<file path="src/rtl/mid_consts.vh">
`ifndef MID_CONSTS_VH
`define MID_CONSTS_VH
`define MID_IW            14
`define MID_CLK_PER_CYC   4
`define MID_F_LSB         0
`define MID_F_MSB         6
`define MID_D_BIT         7
`define MID_B_LSB         7
`define MID_B_MSB         9
`define MID_K8_MSB        7
`define MID_K11_MSB       10
`define MID_K7_MSB        6
`define MID_K5_MSB        4
`define MID_K9_MSB        8
`define MID_K6_MSB        5
`define MID_PTR_OFF_BIT   6
`define MID_PTR_INC_BIT   2
`define MID_IND0_ADDR     7'h00
`define MID_IND1_ADDR     7'h01
`define MID_NOP_WORD      14'h0000
`endif

</file>
<file path="src/rtl/mid_phase_gen.v">
`timescale 1ns/10ps
`include "mid_consts.vh"
// Divides the oscillator clock into the four phases of one instruction cycle.
module mid_phase_gen (
  input  wire       sys_clk,   // oscillator clock
  input  wire       resetn,    // async reset, active low
  output reg        cyc_end    // one-cycle pulse on the last phase
);
  reg  [1:0] phase_ff;
  wire [1:0] nxt_phase;
  assign nxt_phase = phase_ff + 2'h1;
  always @(posedge sys_clk or negedge resetn) begin
    if (!resetn) begin
      phase_ff <= 2'h0;
      cyc_end  <= 1'b0;
    end else begin
      phase_ff <= nxt_phase;
      cyc_end  <= (phase_ff == 2'h2);
    end
  end
endmodule

</file>
<file path="src/rtl/mid_class_rom.v">
`timescale 1ns/10ps
`include "mid_consts.vh"
// Combinational opcode classifier; every bit listed as don't-care is ignored.
module mid_class_rom (
  input  wire [13:0] iw,         // instruction word
  output reg  [3:0]  fmt,        // format code
  output reg         two_cyc,    // always two cycles
  output reg         cond_br,    // two cycles only if it branches
  output reg         uses_file   // names a file register
);
  always @* begin
    fmt       = 4'h0;
    two_cyc   = 1'b0;
    cond_br   = 1'b0;
    uses_file = 1'b0;
    casez (iw)
      14'b00_????_????_????: begin
        if (iw[13:8] == 6'h00) begin
          if (iw[7] == 1'b1) begin
            fmt       = 4'h1;
            uses_file = 1'b1;
          end else if (iw[7:5] == 3'b001) begin
            fmt = 4'h5;
          end else if (iw[7:3] == 5'b00010) begin
            fmt = 4'h8;
          end else begin
            fmt = 4'h0;
            if (iw[7:0] == 8'h08 || iw[7:0] == 8'h09 || iw[7:0] == 8'h0A ||
                iw[7:0] == 8'h0B || iw[7:0] == 8'h0E)
              two_cyc = 1'b1;
          end
        end else begin
          fmt       = 4'h1;
          uses_file = 1'b1;
          if (iw[11:8] == 4'hB || iw[11:8] == 4'hF)
            cond_br = 1'b1;
        end
      end
      14'b01_????_????_????: begin
        fmt       = 4'h2;
        uses_file = 1'b1;
        if (iw[11] == 1'b1)
          cond_br = 1'b1;
      end
      14'b10_????_????_????: begin
        fmt     = 4'h4;
        two_cyc = 1'b1;
      end
      14'b11_0100_????_????: begin
        fmt     = 4'h3;
        two_cyc = 1'b1;
      end
      14'b11_0001_0???_????: fmt = 4'h7;
      14'b11_0001_1???_????: fmt = 4'h6;
      14'b11_001?_????_????: begin
        fmt     = 4'h9;
        two_cyc = 1'b1;
      end
      default: fmt = 4'h3;
    endcase
  end
endmodule

</file>
<file path="src/rtl/mid_decoder.v">
`timescale 1ns/10ps
`include "mid_consts.vh"
// Overview of operation
// - Each instruction is one 14-bit word with opcode and all operands.
// - Instructions complete in one instruction cycle unless a longer class applies.
// - Subroutine jump and accumulator subroutine jump take two cycles.
// - Subroutine, literal and interrupt exits take two cycles.
// - Jumps and taken skips take two cycles when they branch.
// - Indirect access while the pointer addresses program memory adds one cycle.
// - One instruction cycle is four oscillator clocks.
// - A file operand is read, modified, then written, except bit tests, which write nothing; read always happens.
// - File address operand spans 0x00 to 0x7F in the selected bank.
// - Destination bit zero writes accumulator; one writes the file register.
// - Don't-care encoding bits never change the decode.
// - Pointer number selects pointer zero or one.
// - Byte format: address in bits 6..0, destination bit 7, opcode above.
// - Bit format: 3-bit bit number directly above the 7-bit address.
// - Literal format: 8-bit immediate in bits 7..0.
// - Subroutine and absolute jump: 11-bit target, opcode in bits 13..11.
// - Page latch load: 7-bit immediate in bits 6..0.
// - Bank select load: 5-bit immediate in bits 4..0.
// - Relative jump: 9-bit offset in bits 8..0, opcode in 13..9.
// - Pointer increment: pointer bit 2, 2-bit mode in bits 1..0.
module mid_decoder (
  input  wire        sys_clk,       // oscillator clock, 10 MHz
  input  wire        resetn,        // async reset, active low
  input  wire [13:0] prog_word,     // word fetched from program memory
  input  wire        branch_taken,  // core reports the condition met this cycle
  input  wire        ptr_in_prog,   // selected pointer addresses program memory
  output reg         fetch_ff,      // pulse: take next program word
  output reg         exec_ff,       // pulse: decoded fields below are valid
  output reg  [3:0]  fmt_ff,        // format code of the executing word
  output reg  [5:0]  opcode_ff,     // opcode bits 13..8
  output reg  [6:0]  file_addr_ff,  // file register address
  output reg         dest_file_ff,  // 1: result to file, 0: accumulator
  output reg  [2:0]  bit_sel_ff,    // bit number in file register
  output reg  [10:0] literal_ff,    // immediate, right aligned
  output reg         ptr_sel_ff,    // pointer zero or one
  output reg  [1:0]  ptr_mode_ff,   // pre/post increment/decrement mode
  output reg         rd_file_ff,    // pulse: read the file register
  output reg         wr_file_ff,    // pulse: write the file register
  output reg         wr_acc_ff,     // pulse: write the accumulator
  output reg         idle_ff        // high during an idle extra cycle
);
  localparam ST_RUN  = 3'b001;
  localparam ST_IDLE = 3'b010;
  localparam ST_IND  = 3'b100;

  wire       cyc_end;
  wire [3:0] fmt;
  wire       two_cyc;
  wire       cond_br;
  wire       uses_file;

  reg  [2:0]  state_ff;
  reg  [2:0]  nxt_state;
  reg  [13:0] iw_ff;
  reg  [1:0]  sub_ff;
  reg         pend_ff;
  wire        is_ind;

  mid_phase_gen u_phase (
    .sys_clk (sys_clk),
    .resetn  (resetn),
    .cyc_end (cyc_end)
  );

  mid_class_rom u_class (
    .iw        (iw_ff),
    .fmt       (fmt),
    .two_cyc   (two_cyc),
    .cond_br   (cond_br),
    .uses_file (uses_file)
  );

  // Indirect registers sit at the low two addresses of every bank.
  assign is_ind = uses_file && (iw_ff[6:1] == 6'h00);

  always @* begin
    nxt_state = state_ff;
    case (state_ff)
      ST_RUN: begin
        if (is_ind && ptr_in_prog)
          nxt_state = ST_IND;
        else if (two_cyc || (cond_br && branch_taken))
          nxt_state = ST_IDLE;
        else
          nxt_state = ST_RUN;
      end
      ST_IND: begin
        if (two_cyc || (cond_br && branch_taken))
          nxt_state = ST_IDLE;
        else
          nxt_state = ST_RUN;
      end
      ST_IDLE: nxt_state = ST_RUN;
      default: nxt_state = ST_RUN;
    endcase
  end

  always @(posedge sys_clk or negedge resetn) begin
    if (!resetn) begin
      state_ff     <= ST_RUN;
      iw_ff        <= `MID_NOP_WORD;
      sub_ff       <= 2'h0;
      pend_ff      <= 1'b0;
      fetch_ff     <= 1'b0;
      exec_ff      <= 1'b0;
      fmt_ff       <= 4'h0;
      opcode_ff    <= 6'h00;
      file_addr_ff <= 7'h00;
      dest_file_ff <= 1'b0;
      bit_sel_ff   <= 3'h0;
      literal_ff   <= 11'h000;
      ptr_sel_ff   <= 1'b0;
      ptr_mode_ff  <= 2'h0;
      rd_file_ff   <= 1'b0;
      wr_file_ff   <= 1'b0;
      wr_acc_ff    <= 1'b0;
      idle_ff      <= 1'b0;
    end else begin
      fetch_ff   <= 1'b0;
      exec_ff    <= 1'b0;
      rd_file_ff <= 1'b0;
      wr_file_ff <= 1'b0;
      wr_acc_ff  <= 1'b0;
      if (cyc_end) begin
        state_ff <= nxt_state;
        idle_ff  <= (nxt_state != ST_RUN);
        if (nxt_state == ST_RUN) begin
          // Nothing is taken during an idle slot, so a redirect may replace the offered word.
          iw_ff    <= prog_word;
          fetch_ff <= 1'b1;
          pend_ff  <= 1'b1;
        end
        if (nxt_state == ST_IDLE && state_ff != ST_IDLE)
          iw_ff <= `MID_NOP_WORD;
      end
      // Field split happens on the phase after the word is latched.
      if (pend_ff) begin
        pend_ff      <= 1'b0;
        exec_ff      <= 1'b1;
        fmt_ff       <= fmt;
        opcode_ff    <= iw_ff[13:8];
        file_addr_ff <= iw_ff[`MID_F_MSB:`MID_F_LSB];
        dest_file_ff <= iw_ff[`MID_D_BIT];
        bit_sel_ff   <= iw_ff[`MID_B_MSB:`MID_B_LSB];
        ptr_sel_ff   <= 1'b0;
        ptr_mode_ff  <= 2'h0;
        case (fmt)
          4'h3: literal_ff <= {3'h0, iw_ff[`MID_K8_MSB:0]};
          4'h4: literal_ff <= iw_ff[`MID_K11_MSB:0];
          4'h6: literal_ff <= {4'h0, iw_ff[`MID_K7_MSB:0]};
          4'h5: literal_ff <= {6'h00, iw_ff[`MID_K5_MSB:0]};
          4'h9: literal_ff <= {2'h0, iw_ff[`MID_K9_MSB:0]};
          4'h7: begin
            literal_ff <= {5'h00, iw_ff[`MID_K6_MSB:0]};
            ptr_sel_ff <= iw_ff[`MID_PTR_OFF_BIT];
          end
          4'h8: begin
            literal_ff  <= 11'h000;
            ptr_sel_ff  <= iw_ff[`MID_PTR_INC_BIT];
            ptr_mode_ff <= iw_ff[1:0];
          end
          default: literal_ff <= 11'h000;
        endcase
        if (uses_file) begin
          rd_file_ff <= 1'b1;
          sub_ff     <= 2'h1;
        end
      end else if (sub_ff == 2'h1) begin
        sub_ff <= 2'h2;
      end else if (sub_ff == 2'h2) begin
        sub_ff <= 2'h0;
        // Skip/test forms with no store write neither target.
        if (fmt_ff == 4'h1 && !(opcode_ff[5:1] == 5'h00 && !dest_file_ff &&
            opcode_ff[0] == 1'b0)) begin
          wr_file_ff <= dest_file_ff;
          wr_acc_ff  <= !dest_file_ff;
        end else if (fmt_ff == 4'h2 && opcode_ff[5:4] == 2'b01 && !opcode_ff[3]) begin
          wr_file_ff <= 1'b1;
        end
      end
    end
  end
endmodule

</file>
<file path="config.mk">
export PLATFORM = sky130hd
export DESIGN_NAME = mid_decoder
export DESIGN_NICKNAME = d
export VERILOG_FILES = /design/src/rtl/mid_phase_gen.v /design/src/rtl/mid_class_rom.v /design/src/rtl/mid_decoder.v
export VERILOG_INCLUDE_DIRS = /design/src /design/src/rtl
export SDC_FILE = /design/constraint.sdc
export NUM_CORES = 1
export LEC_CHECK = 0
export ABC_CLOCK_PERIOD_IN_PS = 2950
export BUFFER_PORTS_ARGS = -buffer_cell sky130_fd_sc_hd__clkbuf_2
export CORE_MARGIN = 10
export CORE_UTILIZATION = 35
export CTS_BUF_LIST = sky130_fd_sc_hd__clkbuf_2
export DETAILED_ROUTE_END_ITERATION = 16
export HOLD_SLACK_MARGIN = 0.12
export SETUP_SLACK_MARGIN = 0.02
export SLEW_MARGIN = 20
export SYNTH_ARGS = -nofsm -noshare
export SYNTH_HDL_FRONTEND = slang
export SYNTH_SLANG_ARGS = --single-unit
</file>
<file path="constraint.sdc">
create_clock -name sys_clk -period 2.95 [get_ports sys_clk]
set_clock_uncertainty 0.05 [all_clocks]
set_input_delay 0.59 -clock sys_clk [delete_from_list [all_inputs] [get_ports sys_clk]]
set_output_delay 0.59 -clock sys_clk [all_outputs]
set_load 0.005 [all_outputs]
</file>
# After elaboration in Yosys (flattened, before gate mapping)
# Cells that the tools add are included.
# Widths: inputs -> output; s select.
# word_totals
regBits	64
inputBits	18
output_inout_bits	41
elab_cells	129
# op_classes
addsub	1
n_eq_ne	35
muxes	45
bitwise	1
reduce_logical	27
# op_table
operator	n
$pmux 11 s6	1
$eq 8x4->1 const B	5
$mux 14	2
$mux 1	25
$pmux 4 s6	1
$eq 4x3->1 const B	4
$eq 4x4->1 const B	4
$mux 4	4
$eq 7x7->1 const B	2
$logic_not 6->1	2
$mux 2	6
$eq 3x1->1 const B	3
$logic_and 1x1->1	9
$eq 4x2->1 const B	2
$pmux 1 s2	4
$eq 2x1->1 const B	3
$eq 2x2->1 const B	3
$eq 6x6->1 const B	1
$logic_or 1x1->1	6
$pmux 3 s2	1
$eq 5x2->1 const B	1
$eq 5x5->1 const B	1
$logic_not 5->1	1
$eq 4x1->1 const B	1
14 further kinds	17

# Longest topological paths before layout
# Gate-level depths: netlist of the first run.
# depth
depth_word	19
ltp_mapped	8
ltp_nobuf	5

# By module
# Synthesis of the first run repeated with hierarchy kept, for this count alone.
# hier_totals
hier_cells	261
area_unflattened_um2	2762.6
# modules_own_cells
mod	instances	cells_per_inst	area_each_um2	seq_area_each_um2
mid_decoder	1	224	2462.4	1452.6
mid_class_rom	1	31	205.2	0.0
mid_phase_gen	1	6	95.1	75.1

# Least setup slack after synthesis of the first run
# No wires, ideal clock.
# synth_timing
path_type	input to register
from	input port ptr_in_prog
to	register state_ff[1]
setup_time_ps	121
arrival_time_ps	1923
setup_slack_ps	856
cell_stages	6
path_buffers	2
cell_sequence	nor4b_1 o211ai_4 o31a_1 buf_4 buf_4 a22o_1
# synth_between
elab_chain_len	3
# synth_rtl
element	line	source
start: declaration	mid_decoder.v:29	input wire ptr_in_prog,
$logic_and 1x1->1	mid_decoder.v:83	if (is_ind && ptr_in_prog)
$mux 3	mid_decoder.v:83	
$pmux 3 s2	mid_decoder.v:81	case (state_ff)
end signal: assignment	mid_decoder.v:128	state_ff <= nxt_state;
end: declaration	mid_decoder.v:55	reg [2:0] state_ff;
# Every way passes these cells.
# A chain may end at the register's enable or synchronous reset.

# Final worst setup path of the first run
# layout_timing
from	register iw_ff[8]
to	register iw_ff[4]
# layout_between
elab_chain_len	14
word_cells_on_any_way	26
classes_between	eq/ne: 5; mux: 11; reduce/logical: 10
# layout_rtl
element	line	source
start: declaration	mid_decoder.v:57	reg [13:0] iw_ff;
start signal: assignment	mid_decoder.v:104	iw_ff <= `MID_NOP_WORD;
start signal: assignment	mid_decoder.v:132	iw_ff <= prog_word;
start signal: assignment	mid_decoder.v:137	iw_ff <= `MID_NOP_WORD;
$eq 4x4->1	mid_class_rom.v:35	if (iw[11:8] == 4'hB || iw[11:8] == 4'hF)
$logic_or 1x1->1	mid_class_rom.v:35	
$mux 1	mid_class_rom.v:35	
$mux 1	mid_class_rom.v:18	if (iw[13:8] == 6'h00) begin
$pmux 1 s2	mid_class_rom.v:16	casez (iw)
$logic_and 1x1->1	mid_decoder.v:85, mid_decoder.v:91	
$logic_or 1x1->1	mid_decoder.v:85, mid_decoder.v:91	
$mux 2	mid_decoder.v:85, mid_decoder.v:91	
$mux 3	mid_decoder.v:83	
$pmux 3 s2 *	mid_decoder.v:81	
$eq 3x2->1	mid_decoder.v:136	if (nxt_state == ST_IDLE && state_ff != ST_IDLE)
$logic_and 1x1->1	mid_decoder.v:136	
$reduce_bool 2->1 (no source line)	--	
$reduce_and 2->1 (no source line)	--	
# Every way passes the cells marked *; elsewhere a longest branch is shown, timed or not.

==> results of run 1 <==
## flip-flops by register name, summed over array words and instances (netlist names), 2 cells and up
register          flops
file_addr_ff          7
state_ff              3
opcode_ff             6
ptr_mode_ff           2
sub_ff                2
u_phase.phase_ff      2
iw_ff                14
literal_ff           11
fmt_ff                4
## area by class of cell
class | instances | area, µm²
clock buffer | 11 | 55.1
clock inverter | 5 | 77.6
fill | 802 | 4440
inverter | 28 | 105
multi-input combinational | 157 | 1010
sequential | 61 | 1530
tap | 102 | 128
timing repair buffer | 64 | 338
## path summary, 6_finish.rpt
kind / cells past startpoint / slack (ns) / from / end
hold reg to reg: 1 / 0.37 / u_phase.phase_ff[0]$_DFF_PN0_ / u_phase.phase_ff[0]$_DFF_PN0_
min in group asynchronous: 2 / 0.63 / resetn / iw_ff[10]$_DFFE_PN0P_
hold / removal: 3 / 0.25 / prog_word[9] / iw_ff[9]$_DFFE_PN0P_
max in group asynchronous: 3 / 1.50 / resetn / opcode_ff[3]$_DFFE_PN0P_
setup reg to reg: 5 / 0.60 / iw_ff[8]$_DFFE_PN0P_ / iw_ff[4]$_DFFE_PN0P_
setup / recovery: 5 / 0.60 / iw_ff[8]$_DFFE_PN0P_ / iw_ff[4]$_DFFE_PN0P_
## per-layer routing
layer,GRT usage,vias to the layer above,wire length (µm)
met1,0.160,973,3160
met3,0.0336,12,370
met4,0.0565,0,133
met5,0,-,0
met2,0.174,46,2870
li1,-,1007,-
## power breakdown
part / switching [mW] / internal, mW
clock: 0.306 / 0.285
sequential: 0.312 / 1.11
combinational: 0.443 / 0.418
total: 1.06 / 1.81
## cells in the final DEF (no fill, tap or decap), drive strengths merged, types with 2 or more instances in the layout
master / instances
clkbuf: 69
dfrtp: 60
nand2: 38
inv: 28
o21ai: 28
o22ai: 13
nor2: 11
a21oi: 10
nand3: 9
mux2: 8
buf: 5
nor3: 5
nand2b: 4
nor4: 4
a31oi: 2
clkinv: 2
bufinv: 2
or3: 2
nand4: 2
o31ai: 2
## worst min-delay path, stage by stage
cell	delay, ns
clkbuf_2	0.08
nand2_1	0.06
o21ai_2	0.04
## through the flow
stage	hold slack [ns]	std cells	setup WS [ns]	area (µm²)
6_report	0.247	428	0.601	3240
4_1_cts	0.209	428	0.578	3240
3_5_place_dp	0.350	411	0.616	3100
2_1_floorplan	0.244	264	0.856	2750
3_3_place_gp	0.346	411	0.640	3100
5_1_grt	0.239	428	0.412	3240
## kinds of logic (layout without fill, tap and decap cells)
kind of cell | Yosys count | in the layout | share of synthesized area
buf+inv | 46 | 108 | 0.0777
mux | 9 | 9 | 0.0363
compound gates | 63 | 63 | 0.166
flops | 61 | 61 | 0.555
simple gates | 83 | 83 | 0.158
fa+ha+maj | 1 | 1 | 0.00454
xor+xnor | 1 | 1 | 0.00318
==> results.cfg, run 1 <==
[run_status]
status = complete, no violations

[cts]
root_buffer = clkbuf_2
numCtsBuffers = 9
clock-sinks = 61
post_cts_resized = 0
cts_tree = yes
clock_latency_ns = 0.50
cts_buffer_depth = 2
clk_pin_slew_ns = 0.17
h-tree-depth = 3
postCtsSetupRepairBufs = 0
cts_hold_buf = 1

[floorplanning]
initial_core_util = 0.358
ioPinCount = 59
core-area_um2 = 7690
die_width_um = 109
die_y_um = 109
rows = 32
dieArea_um2 = 11800

[synth]
synth_fp_nets = 283
yosysTopAreaCellShare = 0.545
synth_edf_count = 0
yosys.area.top_type = dfrtp_1
synth_commonest_cells = dfrtp_1 (60), nand2_1 (38), inv_1 (28)
synth_ff_type = dfrtp_1
syn_area_per_cell_um2 = 10.4
ys_warn_count = 0
yosysMostFrequentCell = dfrtp_1
post_synth_num_cell_types = 49
syn_inst = 264
synthArstFlopShare = 1.00
synthTopCellsByArea = dfrtp_1 (55%), nand2_1 (5.2%), inv_1 (3.8%), o21ai_0 (3.6%), mux2_2 (3.3%)
syn-cell-area_um2 = 2750
ys_seq_area_frac = 0.555
ys_seq_elements = 61

[worst_setup_path]
crit_buf_inv = 0
criticalPathCategory = register to register
critPathMaxStageDelay_ns = 0.62
startpoint_type = register
crit_chain = or3_1 -> o211ai_4 -> o31a_1 -> nand2_1 -> o21ai_0
worst_ep_arrival_time_ns = 2.70
critical_path_required_ns = 3.30
crit_slowest_cell = o31a_1
worst-path-max-fanout = 18
endpoint_kind = register
critical-path-top-delay-family = compound AO/OA/AOI/OAI gates

[drt]
route.detailed.drc = 0
wl_mm = 6.54
drtIter0Drc = 70
vias = 2038
routed_via_density = 4.76
final_antenna_net_count = 0
wl_per_cell_um = 15.3
firstDrtPassIters = 4

[global_route]
grt_max_degree = 32
antenna_found_initial = 0
grt_remaining_overflow = 0
grt_pass1_vias = 2167
gr-usage-all-layers = 0.119
grt_pass1_wl_mm = 11.1

[min_path]
hold_path_class = input pin to register

[timing]
fin_crit_ns = 2.35
rsz0062_at_grt = false
final-setup-viol-count = 0
slew-limit-headroom = 0.490
fmax_mhz = 426
hold_violations = 0
min_period_over_period = 0.796
worst_pin_slew_ns = 0.765
drv_slew = 0
fin_setup_tns_ns = 0

[cells_and_area]
final_nets = 340
drive_above_1_share = 0.334
antenna-diode-count = 0
area_delta_synth_final_pct = 17.8
fin_util = 0.422

[placed_design]
routabilityCongestion = 0.772
dp_hpwl_mm = 4.89
port_buffers = 58

[pwr]
finalPower_mw = 2.87
p_leak_nw = 1.53
ir_worst_vdd_mv = 0.283
p_per_area_nw_per_um2 = 886

[job]
maxCapViolCount = 0
Note: power is estimated with default switching activity, not from simulation.
==> inputs of run 2 (changes only) <==
--- a/config.mk
+++ b/config.mk
@@ -6,7 +6,7 @@
 export SDC_FILE = /design/constraint.sdc
 export NUM_CORES = 1
 export LEC_CHECK = 0
-export ABC_CLOCK_PERIOD_IN_PS = 2950
+export ABC_CLOCK_PERIOD_IN_PS = 2200
 export BUFFER_PORTS_ARGS = -buffer_cell sky130_fd_sc_hd__clkbuf_2
 export CORE_MARGIN = 10
 export CORE_UTILIZATION = 35
==> constraint.sdc (replaced) <==
create_clock -name sys_clk -period 2.2 [get_ports sys_clk]
set_clock_uncertainty 0.05 [all_clocks]
set_input_delay 0.44 -clock sys_clk [delete_from_list [all_inputs] [get_ports sys_clk]]
set_output_delay 0.44 -clock sys_clk [all_outputs]
set_load 0.005 [all_outputs]
==> run 2 against run 1 <==
  * Critical path depth increased by 1
  * Die area did not move
  * Hold slack better by 0.13 ns
  * Register-to-register slack got worse by 0.41 ns
  * Combinational power rose by 68%
  * First-iteration DRC count increased by 56%
  * Final cell count up 5.8%
  * Final area rose by 8.5%
  * Fmax is 17% higher
  * Critical path type unchanged
==> results.cfg, run 2 (synthesis results as in run 1) <==
[timing]
slew-limit-headroom = 0.687
fin_setup_tns_ns = 0
final-setup-viol-count = 0
min_period_over_period = 0.911
rsz0062_at_grt = false
hold_violations = 0
fmax_mhz = 499
fin_crit_ns = 2.00
drv_slew = 0
worst_pin_slew_ns = 0.469

[cells_and_area]
area_delta_synth_final_pct = 27.8
final_cell_mix = clkbuf_2 (67), dfrtp_1 (60), nand2_1 (38)
drive_above_1_share = 0.342
final_nets = 365
mostFrequentLayoutCell = clkbuf_2
antenna-diode-count = 0
largestRegisters = iw_ff: 14 flops, literal_ff: 11 flops, file_addr_ff: 7 flops
largest_reg_flops = 14
regMostFlops = iw_ff
instances_no_fill = 453

[cts]
root_buffer = clkbuf_2
clk_pin_slew_ns = 0.17
cts_tree = yes
h-tree-depth = 3
numCtsBuffers = 9
clock_latency_ns = 0.48
cts_buffer_depth = 2
clock-sinks = 61

[worst_setup_path]
crit_chain = nor4b_1 -> buf_4 -> o211ai_4 -> o31a_2 -> nand2_1 -> o22ai_2
criticalPathCategory = register to register
worst-path-max-fanout = 18
r2r-start = iw_ff[2]$_DFFE_PN0P_
endpoint_kind = register
r2r_cells = 6
startpoint_type = register
r2r_end = iw_ff[1]$_DFFE_PN0P_
ff2ff_setup_slack_ns = 0.20
critical-path-top-delay-family = compound AO/OA/AOI/OAI gates
crit_slowest_cell = o31a_2
worst_ep_arrival_time_ns = 2.34
crit_buf_inv = 1
critical_path_required_ns = 2.54
critPathMaxStageDelay_ns = 0.50

[pwr]
ir_worst_vdd_mv = 0.413
swShare = 0.353
p_leak_nw = 1.66
p_int_mw = 2.67
clkPwrFrac = 0.217
p_per_area_nw_per_um2 = 1170
p_switching_mw = 1.45
p_comb_frac = 0.353
p_seq_frac = 0.429

[drt]
routed_via_density = 4.74
wl_mm = 6.58
final_antenna_net_count = 0
wl_per_cell_um = 14.5
firstDrtPassIters = 5
vias = 2145
drtIter0Drc = 109
route.detailed.drc = 0

[min_path]
hold_path_class = register to register
min-delay-start = u_phase.phase_ff[0]$_DFF_PN0_
whs_path_depth = 1
min_to = u_phase.phase_ff[0]$_DFF_PN0_

[floorplanning]
initial_core_util = 0.358
rows = 32
ioPinCount = 59
die_width_um = 109
dieArea_um2 = 11800
core-area_um2 = 7690
die_y_um = 109

[global_route]
grt_pass1_wl_mm = 11.0
gr-usage-all-layers = 0.118
grt_remaining_overflow = 0
grt_pass1_vias = 2204
grt_max_degree = 62
antenna_found_initial = 0

[job]
maxCapViolCount = 0

[placed_design]
dp_hpwl_mm = 4.90
routabilityCongestion = 0.777
port_buffers = 58
dp_cells = 422

[run_status]
status = complete, no violations
## run 2: changes by cell type in the layout (fill, tap and decap cells not counted)
cell           previous run  this run
dlygate4sd3_1             1        15
clkinv_2                  2         1
clkbuf_2                 69        67
clkinv_1                  0         1
o31a_1                    1         0
o31a_2                    0         1
bufinv_16                 2         3
clkinvlp_4                1         2
buf_12                    0         2
buf_4                     5        14
## run 2: area by class of cell
cell class              instances  area [µm²]
clock buffers                   9        45.0
clock inverters                 7         114
fillers                       764        4170
inverters                      28         105
multi-input cells             157        1010
flip-flops and latches         61        1530
well taps                     102         128
repair buffers                 89         586
## run 2: through the flow
step                 util  hold WS [ns]  instance area, µm²  setup slack [ns]  total power [mW]
floorplan               -        0.0944                2750             0.218              2.62
global placement    0.417         0.346                3210            0.0533              3.23
detailed placement  0.417         0.355                3210           0.00207              3.27
CTS                 0.458         0.378                3520             0.188              4.19
global route        0.458         0.390                3520            0.0415              4.45
finish              0.458         0.374                3520             0.195              4.12
## run 2: routing by layer
layer  wire length, µm  part of all wire  vias to the layer above  track usage
li1                  -                 -                     1070            -
met1              3100              0.47                     1008        0.149
met2              2910              0.44                       55        0.180
met3               440             0.067                       12       0.0366
met4               134             0.020                        0       0.0603
met5                 0                 0                        -            0
## run 2: worst max-delay path by stage
| stage | slack (ns) | depth (start not counted) | end | from |
|---|---|---|---|---|
| after floorplan | 0.22 | 7 | iw_ff[11]$_DFFE_PN0P_ | iw_ff[9]$_DFFE_PN0P_ |
| after global placement | 0.05 | 5 | iw_ff[1]$_DFFE_PN0P_ | iw_ff[11]$_DFFE_PN0P_ |
| after detailed placement | 0.002 | 5 | iw_ff[1]$_DFFE_PN0P_ | iw_ff[11]$_DFFE_PN0P_ |
| after CTS | 0.19 | 6 | iw_ff[1]$_DFFE_PN0P_ | iw_ff[2]$_DFFE_PN0P_ |
| after global routing | 0.04 | 6 | iw_ff[1]$_DFFE_PN0P_ | iw_ff[2]$_DFFE_PN0P_ |
| final | 0.20 | 6 | iw_ff[1]$_DFFE_PN0P_ | iw_ff[2]$_DFFE_PN0P_ |
## run 2: repair_timing
action | 4_1_cts | 5_1_grt
buffers inserted | 0 | 0
hold buffers | 15 | 0
gates resized for setup | 1 | 0
setup endpoints to repair | 3 | 0
endpoints found under the hold margin | 74 | 0
## run 2: power by group through the flow
stage | logic (mW) | registers (mW) | clock network (mW)
after floorplan | 0.811 | 1.80 | 0
after global placement | 1.44 | 1.79 | 0
after detailed placement | 1.47 | 1.80 | 0
after CTS | 1.49 | 1.78 | 0.926
after global routing | 1.65 | 1.84 | 0.961
final | 1.45 | 1.77 | 0.894
==> inputs of run 3 (changes only) <==
--- a/config.mk
+++ b/config.mk
@@ -9,10 +9,12 @@
 export ABC_CLOCK_PERIOD_IN_PS = 2200
 export BUFFER_PORTS_ARGS = -buffer_cell sky130_fd_sc_hd__clkbuf_2
 export CORE_MARGIN = 10
-export CORE_UTILIZATION = 35
+export CORE_UTILIZATION = 50
 export CTS_BUF_LIST = sky130_fd_sc_hd__clkbuf_2
 export DETAILED_ROUTE_END_ITERATION = 16
+export GPL_TIMING_DRIVEN = 0
 export HOLD_SLACK_MARGIN = 0.12
+export PLACE_DENSITY = 0.74
 export SETUP_SLACK_MARGIN = 0.02
 export SLEW_MARGIN = 20
 export SYNTH_ARGS = -nofsm -noshare
==> run 3 against run 2 <==
  * Final area decreased by 1.2%
  * Non-clock buffer count is 5 higher
  * Critical path depth grew 1
  * Clock power fell by 15%
  * Largest cell class unchanged
  * Critical path type unchanged
  * Sequential share of layout area grew 0.57 points
  * Clock-buffer cell count is 1 higher
  * Final cell count shrank 6.0%
==> results.cfg, run 3 (synthesis results as in run 1) <==
[global_route]
grt_max_degree = 38
antenna_found_initial = 0
grt_pass1_vias = 2123
grt_remaining_overflow = 0
gr-usage-all-layers = 0.148
grt_pass1_wl_mm = 10.5

[worst_setup_path]
worst_ep_arrival_time_ns = 2.43
critPathMaxStageDelay_ns = 0.51
r2r_cells = 7
startpoint = iw_ff[7]$_DFFE_PN0P_
endpoint_kind = register
r2r-start = iw_ff[7]$_DFFE_PN0P_
crit_slowest_cell = dfrtp_2
startpoint_type = register
crit_chain = or3_1 -> o211ai_4 -> nand2b_4 -> a221oi_4 -> buf_4 -> clkbuf_16 -> o21ai_2
ff2ff_setup_slack_ns = 0.11
r2r_end = iw_ff[13]$_DFFE_PN0P_
criticalPathCategory = register to register
critical_path_required_ns = 2.54
worst-path-max-fanout = 8

[floorplanning]
dieArea_um2 = 8880
die_y_um = 94.2
core-area_um2 = 5240
initial_core_util = 0.526
rows = 26
die_width_um = 94.2
ioPinCount = 59

[cells_and_area]
regMostFlops = iw_ff
final_cell_mix = clkbuf_2 (68), dfrtp_1 (59), nand2_1 (38)
antenna-diode-count = 0
mostFrequentLayoutCell = clkbuf_2
area_delta_synth_final_pct = 26.2
final_nets = 370
n_fill_cell = 438
largestRegisters = iw_ff: 14 flops, literal_ff: 11 flops, file_addr_ff: 7 flops
largest_reg_flops = 14
drive_above_1_share = 0.331

[placed_design]
routabilityCongestion = 0.845
dp_hpwl_mm = 4.64
port_buffers = 58

[drt]
firstDrtPassIters = 5
drtIter0Drc = 94
wl_per_cell_um = 14.8
final_antenna_net_count = 0
vias = 2165
route.detailed.drc = 0
wl_mm = 6.30
routed_via_density = 5.08

[cts]
root_buffer = clkbuf_2
cts_buffer_depth = 2
cts_tree = yes
clock-sinks = 61
clock_latency_ns = 0.49
clk_pin_slew_ns = 0.16
h-tree-depth = 3
numCtsBuffers = 9

[min_path]
hold_path_class = input pin to async pin

[timing]
hold_violations = 0
rsz0062_at_grt = false
min_period_over_period = 0.951
fin_setup_tns_ns = 0
worst_hold_slack_ns = 0.342
fin_crit_ns = 2.09
worst_pin_slew_ns = 0.704
drv_slew = 0
slew-limit-headroom = 0.531
final-setup-viol-count = 0
fmax_mhz = 478

[run_status]
status = complete, no violations

[pwr]
p_per_area_nw_per_um2 = 1150
p_leak_nw = 1.65
ir_worst_vdd_mv = 0.606
finalPower_mw = 3.99

[job]
maxCapViolCount = 0
[run 3: worst max-delay path, delay by kind of cell (launching register included)]
kind            cells  cell delay, ns
flops               1            0.51
buf+inv             2            0.36
simple gates        2            0.52
compound gates      3            0.57
[run 3: power by group]
part | switching (mW) | internal, mW
Combinational | 0.702 | 0.712
Sequential | 0.328 | 1.49
Clock | 0.388 | 0.371
[run 3: how the worst max path moves through the flow]
| stage | endpoint | slack (ns) | depth (start not counted) |
|---|---|---|---|
| 2_1_floorplan | iw_ff[11]$_DFFE_PN0P_ | 0.22 | 7 |
| 3_3_place_gp | state_ff[1]$_DFFE_PN0P_ | 0.08 | 7 |
| 3_5_place_dp | state_ff[1]$_DFFE_PN0P_ | 0.06 | 7 |
| 4_1_cts | iw_ff[1]$_DFFE_PN0P_ | 0.05 | 7 |
| 5_1_grt | iw_ff[13]$_DFFE_PN0P_ | 0.03 | 8 |
| 6_report | iw_ff[13]$_DFFE_PN0P_ | 0.11 | 7 |
[run 3: timing repair]
| action | in CTS | in global routing |
|---|---|---|
| hold buffers | 15 | 0 |
| setup buffers | 0 | 1 |
| endpoints found under the hold margin | 38 | 0 |
| endpoints found under the setup margin | 0 | 14 |
| resized for setup | 0 | 5 |
[run 3: stage by stage]
step	instance area, µm²	util	cells	setup WS (ns)
floorplan	2750	-	264	0.218
global placement	3130	0.598	392	0.0813
detailed placement	3150	0.602	393	0.0642
CTS	3430	0.655	424	0.0473
global route	3480	0.664	426	0.0261
finish	3480	0.664	426	0.109
[run 3: layout make-up]
type	count	area, µm²	share of cell area
Buffer	18	113	0.0324
Clock buffer	10	50.0	0.0144
Clock inverter	6	77.6	0.0223
Inverter	28	105	0.0302
Multi-Input combinational cell	157	1020	0.293
Sequential cell	61	1530	0.440
Tap cell	70	87.6	0.0252
Timing Repair Buffer	76	495	0.143
[run 3: layer usage]
metal  track usage  vias up  wire [µm]
met2         0.221       59       2940
met4        0.0722        0        112
li1              -     1074          -
met1         0.190     1021       2780
met5             0        -          0
met3        0.0472       11        461
